`src/logic/caf_pkg.sv`:
```
// Purpose: constants and types for the channel action flag transfer block
// Assumes: one clock, synchronous active-high reset, APB register access
// Notes: command word holds word count in the top field, address below
//
// Contract
// - command word register drives the physical address for channel cache cycles.
// - after request setup, hold until cache grants a channel cycle.
// - buffer-to-memory moves words singly, one load pulse each, starting write with the first word.
// - each moved word invalidates cache, decrements counter, advances pointer and select.
// - counter at zero raises the second control RAM request.
// - second RAM cycle only when no bus data or control request pends.
// - second cycle writes pointer plus action count back to control RAM.
// - second cycle subtracts count from word count, adds to address, writes back.
// - after second RAM cycle, clear request-in-progress.
// - zero fill skips cache cycle, requests second RAM cycle right away.
// - read-reverse loads memory buffers in reverse order.
// - read-reverse subtracts the action count from the address.
// - read-reverse withholds memory write start until all words are loaded.
// - queue request when arithmetic reports enough empty buffer locations.
// - start up to four words after previous request, no fetch pending.
// - grant puts channel number in address bits 0-2, starts RAM request.
// - command word buffer address bit 3 is zero at grant.
// - RAM cycle waits out bus requests, sets channel request, forms bits 3-6.
// - phase T2 loads request counter and buffer memory pointer.
// - memory-to-buffer words decrement counter and advance pointer.
// - phase T3 raises channel request and sets word request mask.
// - phase T1 loads select from address low bits; increments per word.
// - on word ready and no bus data request, move word and step counters.

package caf_pkg;

	// ***************************************************************
	// register map
	// ***************************************************************
	localparam logic [11:0] CAF_CTRL_OFF = 12'h000;
	localparam logic [11:0] CAF_STAT_OFF = 12'h004;
	localparam logic [11:0] CAF_DONE_OFF = 12'h008;
	localparam int CAF_CTRL_EN_BIT = 0;
	localparam int CAF_CTRL_DIR_BIT = 1;
	localparam int CAF_CTRL_ZERO_BIT = 2;
	localparam int CAF_CTRL_REV_BIT = 3;
	localparam logic [3:0] CAF_CTRL_RST = 4'h0;

	// ***************************************************************
	// command word layout and widths
	// ***************************************************************
	localparam int CAF_CW_W = 36;
	localparam int CAF_ADR_W = 22;
	localparam int CAF_WC_W = 14;
	localparam int CAF_CNT_W = 3;
	localparam int CAF_PTR_W = 4;
	localparam logic [2:0] CAF_MAX_WORDS = 3'h4;

	// gray codes along the usual path from IDLE to RAM2; the step back to IDLE flips all three bits
	typedef enum logic [2:0]
	{
		CAF_IDLE = 3'h0,
		CAF_GRANT = 3'h1,
		CAF_RAM1 = 3'h3,
		CAF_WAITC = 3'h2,
		CAF_MOVE = 3'h6,
		CAF_RAM2 = 3'h7
	} caf_state_e;

endpackage

```
`src/logic/caf_transfer.sv`:
```
// Purpose: action flag request sequencing between channel buffer and memory buffers
// Assumes: partner signals synchronous to mclk; APB slave with one wait state
// Notes: phases T0-T3 of the RAM cycle all complete in one clock
`timescale 1ns/1ps
`default_nettype none

module caf_transfer
	import caf_pkg::*;
(
	input wire logic mclk, // system clock
	input wire logic sys_rst, // synchronous reset
	input wire logic psel, // apb select
	input wire logic penable, // apb enable
	input wire logic pwrite, // apb direction
	input wire logic [11:0] paddr, // apb byte address
	input wire logic [31:0] pwdata, // apb write data
	output logic [31:0] prdata, // apb read data
	output logic pready, // apb ready
	output logic pslverr, // apb error
	input wire logic actionFlagQueueEnable, // enough words or room queued
	input wire logic commandWordFetch, // fetch request pending
	input wire logic [2:0] channelNum, // highest priority channel
	input wire logic [CAF_CNT_W-1:0] actionCount, // words this request
	input wire logic [CAF_PTR_W-1:0] memPointer, // start location in buffer
	input wire logic [CAF_CW_W-1:0] commandWordIn, // read data of command buffer
	input wire logic busDataRequest, // higher priority bus data
	input wire logic busControlRequest, // higher priority bus control
	input wire logic cacheChannelCycle, // cache grants channel cycle
	input wire logic wordReadyFlag, // requested word in memory buffer
	output logic actionFlagGrant, // grant pulse
	output logic bufferRequestInProgress, // request in progress
	output logic [3:0] commandBufferAddr, // command word buffer address
	output logic [6:0] channelBufferAddr, // channel word buffer address
	output logic [CAF_ADR_W-1:0] physicalAddress, // address for cache cycle
	output logic channelRequest, // channel request to cache
	output logic [3:0] wordRequestMask, // words requested
	output logic [1:0] bufferSelect, // memory buffer of current word
	output logic bufferLoadPulse, // load memory buffer from channel buffer
	output logic cacheInvalidate, // invalidate matching cache word
	output logic memoryWriteStart, // start memory write
	output logic counterStepEnable, // counters stepped
	output logic channelBufferWrite, // write word to channel buffer
	output logic ramWrite, // control RAM write
	output logic [CAF_PTR_W-1:0] ramWriteData, // updated pointer
	output logic commandBufferWrite, // command word buffer write
	output logic [CAF_CW_W-1:0] commandBufferData // updated command word
);

	// ***************************************************************
	// state
	// ***************************************************************
	typedef struct packed
	{
		caf_state_e st;
		logic bri;
		logic grant;
		logic [3:0] cwbAddr;
		logic [6:0] chbAddr;
		logic [CAF_CW_W-1:0] channel_command_word;
		logic [1:0] bsel;
		logic [1:0] moveSel;
		logic [CAF_CNT_W-1:0] reqCtr;
		logic [CAF_CNT_W-1:0] cnt;
		logic [CAF_PTR_W-1:0] ptr;
		logic [CAF_PTR_W-1:0] ptrStart;
		logic chanReq;
		logic [3:0] mask;
		logic started;
		logic loadPulse;
		logic inval;
		logic memStart;
		logic stepEn;
		logic chbWrite;
		logic ramWr;
		logic [CAF_PTR_W-1:0] ramData;
		logic cwbWrite;
		logic [CAF_CW_W-1:0] cwbData;
		logic [3:0] ctrl;
		logic [15:0] doneCount;
		logic ready;
		logic [31:0] rdata;
		logic err;
	} caf_regs_s;

	caf_regs_s q;
	caf_regs_s next_q;
	logic busFree;
	logic dirOut;
	logic reverse;
	logic [1:0] adrLow;

	// word request mask from low address bits and count
	function automatic logic [3:0] cafMask(input logic [1:0] lo, input logic [CAF_CNT_W-1:0] n);
		logic [3:0] m;
		logic [3:0] top;
		m = 4'h0;
		top = {2'h0, lo} + {1'h0, n};
		for (int i = 0; i < 4; i++)
		begin
			m[i] = (4'(i) >= {2'h0, lo}) && (4'(i) < top);
		end
		return m;
	endfunction

	// apb read mux, used for read data only; error decode compares the offsets itself
	function automatic logic [31:0] cafRead(input logic [11:0] a, input caf_regs_s s);
		logic [31:0] r;
		r = 32'h0;
		case (a)
			CAF_CTRL_OFF: r = {28'h0, s.ctrl};
			CAF_STAT_OFF: r = {12'h0, s.bsel, s.ptr, 1'h0, s.reqCtr, s.chanReq, s.bri, 5'h0, s.st};
			CAF_DONE_OFF: r = {16'h0, s.doneCount};
			default: r = 32'h0;
		endcase
		return r;
	endfunction

	assign busFree = !busDataRequest && !busControlRequest;
	assign dirOut = q.ctrl[CAF_CTRL_DIR_BIT];
	assign reverse = dirOut && q.ctrl[CAF_CTRL_REV_BIT];
	assign adrLow = q.channel_command_word[1:0];

	// ***************************************************************
	// next state
	// ***************************************************************
	always_comb
	begin
		next_q = q;
		next_q.grant = 1'b0;
		next_q.loadPulse = 1'b0;
		next_q.inval = 1'b0;
		next_q.memStart = 1'b0;
		next_q.stepEn = 1'b0;
		next_q.chbWrite = 1'b0;
		next_q.ramWr = 1'b0;
		next_q.cwbWrite = 1'b0;
		next_q.ready = 1'b0;
		next_q.err = 1'b0;
		case (q.st)
			CAF_IDLE:
			begin
				// only one request at a time; fetch requests outrank us
				if (q.ctrl[CAF_CTRL_EN_BIT] && actionFlagQueueEnable && !commandWordFetch)
				begin
					next_q.grant = 1'b1;
					next_q.bri = 1'b1;
					next_q.cwbAddr = {1'b0, channelNum};
					next_q.chbAddr = {4'h0, channelNum};
					next_q.st = CAF_GRANT;
				end
			end
			CAF_GRANT:
			begin
				// buffer read data lands one cycle after the address
				next_q.channel_command_word = commandWordIn;
				next_q.st = CAF_RAM1;
			end
			CAF_RAM1:
			begin
				if (busFree)
				begin
					// T1: select from low address bits, last word first when reversed
					next_q.bsel = reverse ? 2'(adrLow + actionCount - 3'h1) : adrLow;
					// T2: counter and pointer
					next_q.reqCtr = actionCount;
					next_q.cnt = actionCount;
					next_q.ptr = memPointer;
					next_q.ptrStart = memPointer;
					next_q.chbAddr = {memPointer, q.chbAddr[2:0]};
					next_q.mask = cafMask(adrLow, actionCount);
					next_q.started = 1'b0;
					if (dirOut && q.ctrl[CAF_CTRL_ZERO_BIT])
					begin
						// zero fill: buffered words are dropped unread
						next_q.st = CAF_RAM2;
					end
					else
					begin
						next_q.chanReq = 1'b1;
						next_q.st = CAF_WAITC;
					end
				end
			end
			CAF_WAITC:
			begin
				if (cacheChannelCycle)
				begin
					next_q.chanReq = 1'b0;
					next_q.st = CAF_MOVE;
				end
			end
			CAF_MOVE:
			begin
				if (q.reqCtr == 3'h0)
				begin
					next_q.st = CAF_RAM2;
				end
				else if (dirOut)
				begin
					// one word per clock toward the memory buffers
					next_q.loadPulse = 1'b1;
					next_q.inval = 1'b1;
					next_q.stepEn = 1'b1;
					next_q.moveSel = q.bsel;
					next_q.chbAddr = {q.ptr, q.chbAddr[2:0]};
					next_q.reqCtr = q.reqCtr - 3'h1;
					next_q.ptr = q.ptr + 4'h1;
					next_q.bsel = reverse ? q.bsel - 2'h1 : q.bsel + 2'h1;
					if (!reverse && !q.started)
					begin
						next_q.memStart = 1'b1;
						next_q.started = 1'b1;
					end
					if (reverse && q.reqCtr == 3'h1)
					begin
						next_q.memStart = 1'b1;
					end
				end
				else if (wordReadyFlag && !busDataRequest)
				begin
					next_q.chbWrite = 1'b1;
					next_q.stepEn = 1'b1;
					next_q.moveSel = q.bsel;
					next_q.chbAddr = {q.ptr, q.chbAddr[2:0]};
					next_q.reqCtr = q.reqCtr - 3'h1;
					next_q.ptr = q.ptr + 4'h1;
					next_q.bsel = q.bsel + 2'h1;
				end
			end
			CAF_RAM2:
			begin
				if (busFree)
				begin
					next_q.ramWr = 1'b1;
					next_q.ramData = q.ptrStart + {1'b0, q.cnt};
					next_q.cwbWrite = 1'b1;
					next_q.cwbAddr = {1'b0, q.cwbAddr[2:0]};
					next_q.cwbData[CAF_CW_W-1:CAF_ADR_W] = q.channel_command_word[CAF_CW_W-1:CAF_ADR_W]
						- {{(CAF_WC_W-CAF_CNT_W){1'b0}}, q.cnt};
					if (reverse)
					begin
						next_q.cwbData[CAF_ADR_W-1:0] = q.channel_command_word[CAF_ADR_W-1:0]
							- {{(CAF_ADR_W-CAF_CNT_W){1'b0}}, q.cnt};
					end
					else
					begin
						next_q.cwbData[CAF_ADR_W-1:0] = q.channel_command_word[CAF_ADR_W-1:0]
							+ {{(CAF_ADR_W-CAF_CNT_W){1'b0}}, q.cnt};
					end
					next_q.bri = 1'b0;
					next_q.doneCount = q.doneCount + 16'h1;
					next_q.st = CAF_IDLE;
				end
			end
			default:
			begin
				next_q.st = CAF_IDLE;
			end
		endcase
		// ***************************************************************
		// apb slave: one wait state, write commits at completion edge
		// ***************************************************************
		if (psel && penable && !q.ready)
		begin
			next_q.ready = 1'b1;
			next_q.rdata = cafRead(paddr, q);
			next_q.err = !(paddr == CAF_CTRL_OFF || paddr == CAF_STAT_OFF || paddr == CAF_DONE_OFF);
		end
		if (psel && penable && q.ready && pwrite && paddr == CAF_CTRL_OFF)
		begin
			next_q.ctrl = pwdata[3:0];
		end
	end

	// state register
	always_ff @(posedge mclk)
	begin
		if (sys_rst)
		begin
			q <= '0;
		end
		else
		begin
			q <= next_q;
		end
	end

	// outputs straight from flops
	assign prdata = q.rdata;
	assign pready = q.ready;
	assign pslverr = q.err;
	assign actionFlagGrant = q.grant;
	assign bufferRequestInProgress = q.bri;
	assign commandBufferAddr = q.cwbAddr;
	assign channelBufferAddr = q.chbAddr;
	assign physicalAddress = q.channel_command_word[CAF_ADR_W-1:0];
	assign channelRequest = q.chanReq;
	assign wordRequestMask = q.mask;
	assign bufferSelect = q.moveSel;
	assign bufferLoadPulse = q.loadPulse;
	assign cacheInvalidate = q.inval;
	assign memoryWriteStart = q.memStart;
	assign counterStepEnable = q.stepEn;
	assign channelBufferWrite = q.chbWrite;
	assign ramWrite = q.ramWr;
	assign ramWriteData = q.ramData;
	assign commandBufferWrite = q.cwbWrite;
	assign commandBufferData = q.cwbData;
endmodule

`default_nettype wire

```
`config.mk`:
```
export PLATFORM = sky130hd
export DESIGN_NAME = caf_transfer
export DESIGN_NICKNAME = d
export VERILOG_FILES = /design/src/logic/caf_pkg.sv /design/src/logic/caf_transfer.sv
export SDC_FILE = /design/constraint.sdc
export NUM_CORES = 1
export LEC_CHECK = 0
export BUFFER_PORTS_ARGS = -buffer_cell sky130_fd_sc_hd__buf_2
export CORE_MARGIN = 5
export CORE_UTILIZATION = 25
export CTS_BUF_LIST = sky130_fd_sc_hd__clkbuf_8
export CTS_CLUSTER_DIAMETER = 150
export DETAILED_ROUTE_END_ITERATION = 12
export MAX_ROUTING_LAYER = met4
export SETUP_SLACK_MARGIN = 0.4
export SYNTH_ARGS = -nofsm -noshare
export SYNTH_HDL_FRONTEND = slang
export SYNTH_SLANG_ARGS = --single-unit
```
`constraint.sdc`:
```
create_clock -name mclk -period 6.15 [get_ports mclk]
set_input_delay 1.23 -clock mclk [delete_from_list [all_inputs] [get_ports mclk]]
set_output_delay 1.23 -clock mclk [all_outputs]
set_load 0.1 [all_outputs]
```
* Word level (Yosys, flattened, before mapping) *
Index checks and enable logic that the tools add are counted.

word-level totals
  output and inout bits = 123
  word-level logic and storage cells = 169
  bits in registers = 177

cells by class
  equality and inequality tests = 18
  reductions and logical operators = 50
  magnitude comparators = 7
  mux-type cells = 44
  bitwise logic cells = 7
  add/subtract/negate cells = 12

operator list
  cell                     count
  $pmux W20 S3             1
  $mux W7                  7
  $mux W42                 1
  $mux W34                 1
  $mux W4                  6
  $add A22 B3 Y22          1
  $mux W22                 1
  $sub A22 B3 Y22          1
  $pmux W7 S3              1
  $mux W20                 1
  $ne A2 B2 Y1 const B     9
  $pmux W3 S6              1
  $add A16 B1 Y16 const B  1
  $logic_and A1 B1 Y1      16
  $mux W16                 1
  $pmux W4 S2              2
  $reduce_and A5 Y1        3
  $sub A14 B3 Y14          1
  $eq A12 B3 Y1 const B    1
  $eq A12 B4 Y1 const B    1
  $logic_not A12 Y1        1
  $mux W3                  4
  $reduce_and A4 Y1        3
  $reduce_and A3 Y1        3
  other kinds (31)         70

* Depth between registers and ports, before layout *
  word-level depth = 8
  mapped depth = 14
  gate-level depth less buffers = 13

* Least setup slack after synthesis *
Ideal clock, no wire load.

  kind = register to register
  start point = register q[115] in the netlist's numbering
  end point = register q (netlist bit commandBufferData[20])
  setup time = 0.103 ns
  stages on the path, launching flop included = 10
  setup slack = 2.974 ns
  period minus slack after synthesis = 3.176 ns
  arrival time = 3.073 ns
  path through = dfxtp_1 o31ai_1 ha_1 a21oi_2 nand2_1 or4_4 a31oi_2 or4_1 a31oi_1 a2111oi_2

between the ends
  cells in the longest elaborated chain, start to end = 2

RTL lines
  item                                                RTL line                                  text
  start, declared                                     caf_transfer.sv:85                        caf_regs_s q;
  start signal, assigned                              caf_transfer.sv:284                       q <= next_q;
  $add A22 B3 Y22 or $sub A22 B3 Y22 (tied branches)  caf_transfer.sv:248, caf_transfer.sv:243
  $mux W22 *                                          caf_transfer.sv:240                       if (reverse)

Every way passes the cells marked *; elsewhere a longest branch is shown, timed or not.
A chain may end at the register's enable or synchronous reset.

* Worst setup path after layout *
  start point = register q[116] in the netlist's numbering
  end point = register q (netlist bit commandBufferData[20])

Same word-level chain as after synthesis.

==> reports/results.ini <==
[grt]
grt_first_pass_wirelength_mm = 38.2
grt_pass1_vias = 6925
grtUsageTotal_pct = 12.9
overflow = 0
antenna_found_initial = 0
grt_max_degree = 68

[synth]
synth_area_leaders = dfxtp_1, buf_4, nand2_1
synth_ff_type = dfxtp_1
synthTopCellsByCount = nand2_1, dfxtp_1, buf_4
synth_fa_ha_area_share_pct = 6.38
synth_top_family_by_area = simple AND/OR/NAND/NOR gates
synthArstFlopShare_pct = 0
synthCells = 1078
ys_types = 62
synth.area.mux_share_pct = 1.88
synth_simple_gate_area_share_pct = 19.9
yosys_warnings = 0
synth-seq-area-share_pct = 37.2
synth_seq_cells = 162
synthDominantCellAreaShare_pct = 37.2
yosysTopAreaCell = dfxtp_1
synth_edf_count = 0
avgSynthCellArea_um2 = 8.08
syn-cell-area_um2 = 8710
synth_xor_area_share_pct = 4.53
synth_compound_area_share_pct = 16.7
synthMostInstantiatedCell = nand2_1

[critical_path]
required_ns = 6.52
endpoint_kind = register
crit_path_start_kind = register
crit_type = reg2reg
crit_arrival_ns = 4.00
crit_fanout = 11

[placement]
io_buffers = 182
dpl_cell_area_um2 = 9230
gp_congestion = 0.802
dp_hpwl_mm = 18.9

[sta]
setup_tns_ns = 0
holdWs_ns = 0.452
fin_crit_ns = 3.63
grt_setup_unrepaired = no
setup_viol = 0
drv_slew = 0
hold_viol_final = 0
finClkSkew_ns = 0.0194
slew_headroom_pct = 26.0
period_share_pct = 59.0
worstMarginPinSlew_ns = 1.10
max_freq_ghz = 0.275

[finish]
layout-drive-gt1-share_pct = 20.8
fin_nets = 1276
final_area_um2 = 9610
diodes = 0
syn2layout_area_growth_pct = 10.3
n_fill_cell = 3763

[die]
io_pins = 224
dieHeight_um = 197
row_count = 68
die_w_um = 197
die-area_um2 = 38700
start_util_pct = 25.3
fp.coreArea_um2 = 34500

[flow_run]
maxCapViolCount = 0

[power_and_ir_drop]
powerDensity_nw_per_um2 = 199
p_int_uw = 1410
p_leak_uw = 0.00389
switching_share_pct = 26.3
comb_power_share_pct = 5.3
clkPwrFrac_pct = 40.0
ir_drop_v = 0.000132
power.share.sequential_pct = 54.7
switchingPower_uw = 505

[clocking]
path_clk_slew_ns = 0.09
ctsHoldBuffers = 0
cts_resized = 0
clk_latency_ns = 0.47
cts.sinks = 162
tritoncts = yes
cts_made_buffers = 17
post-cts-setup-buffer-count = 0
cts_htree_levels = 4
cts-root-buf = clkbuf_8
clockBufferDepth = 2

[route]
drtIter0Drc = 392
viasPerCell = 4.53
routed_wirelength_mm = 25.0
firstDrtPassIters = 4
antenna_left = 0
via_count = 7256
drc = 0
detail_route.wl_per_cell_um = 15.6

[worst_hold_path]
hp-class = reg2reg

[outcome]
status = finished, final reports clean

[sequential cells by signal, indices dropped and copies added, names as in the netlist, 2 cells and up]
signal             count
commandBufferAddr      3
channelBufferAddr      7
ramWriteData           4
q                     53
wordRequestMask        4
bufferSelect           2
prdata                20
commandBufferData     36
physicalAddress       22
[power groups by stage]
stage                     logic [uW]  clock network (uW)  registers (uW)
after detailed placement         101                   0            1070
after floorplan                 67.8                   0            1080
after CTS                        101                 806            1050
after global routing             109                 841            1050
after global placement           101                   0            1070
final                            102                 766            1050
[kinds of logic after synthesis]
logic type | after synthesis
other | 1
XOR/XNOR | 45
multiplexers | 16
AO/OA/AOI/OAI | 237
buffers and inverters | 192
flip-flops | 162
AND/OR/NAND/NOR | 383
adder cells (fa/ha/maj) | 42
[through the flow]
| step | instances | power (uW) | utilization [%] | setup slack (ns) |
|---|---|---|---|---|
| final | 1601 | 1920 | 27.9 | 2.52 |
| after global routing | 1601 | 2000 | 27.9 | 2.29 |
| after CTS | 1601 | 1960 | 27.9 | 2.47 |
| after detailed placement | 1569 | 1170 | 26.8 | 2.50 |
| after global placement | 1569 | 1170 | 26.8 | 2.57 |
| after floorplan | 1090 | 1150 | - | 2.97 |
[area by class of cell]
cell class,count,area [um^2],share of cell area [%]
clock buffers,19,262,2.72
well taps,455,569,5.93
flip-flops and latches,162,3240,33.8
clock inverters,13,111,1.16
inverters,26,97.6,1.02
multi-input cells,736,4350,45.3
repair buffers,190,973,10.1
[critical path, stage by stage, from the launching register on]
cell and delay [ns]:
dfxtp_1 0.45, inv_1 0.16, ha_1 0.21, ha_1 0.17
nand2b_1 0.42, ha_1 0.48, a21oi_1 0.17, nor2b_1 0.07
or4_4 0.50, a31oi_2 0.27, or4_1 0.18, a31oi_1 0.11
a2111oi_2 0.34
[layout by cell type (no fill, tap or decap), drive strengths merged, types with 4 or more instances in the layout]
cell,instances
o21ai,33
nand4,9
nand2b,7
nand2,188
buf,190
clkbuf,19
conb,13
fa,4
inv,31
nor2,83
a21o,7
clkinvlp,4
nand3,28
a22oi,19
a31oi,7
o211ai,5
nor4,6
nor2b,15
ha,38
xnor2,24
a32o,4
a21oi,115
and4,4
nor3,11
and2,7
or3,8
xor2,21
a22o,5
and3,7
dfxtp,162
mux2i,13
a211oi,21
[routing by layer]
layer	GRT usage, %	wire, um	part of all wire, %	vias up
li1	-	-	-	3673
met1	17.0	11700	47	3369
met2	20.1	11600	46	192
met3	3.11	1410	5.6	22
met4	3.36	313	1.2	0
met5	-	0	0	-
[path summary, 6_finish.rpt]
check                                       end                     from  slack, ns  depth (start not counted)
max reg2reg  commandBufferData[20]$_SDFFE_PP0P_      q[116]$_SDFFE_PP0P_       2.52                         12
min reg2reg             prdata[17]$_SDFFE_PP0P_  prdata[17]$_SDFFE_PP0P_       0.45                          2
max          commandBufferData[20]$_SDFFE_PP0P_      q[116]$_SDFFE_PP0P_       2.52                         12
min                     prdata[17]$_SDFFE_PP0P_  prdata[17]$_SDFFE_PP0P_       0.45                          2
No activity file was read; power rests on OpenSTA's default activity.
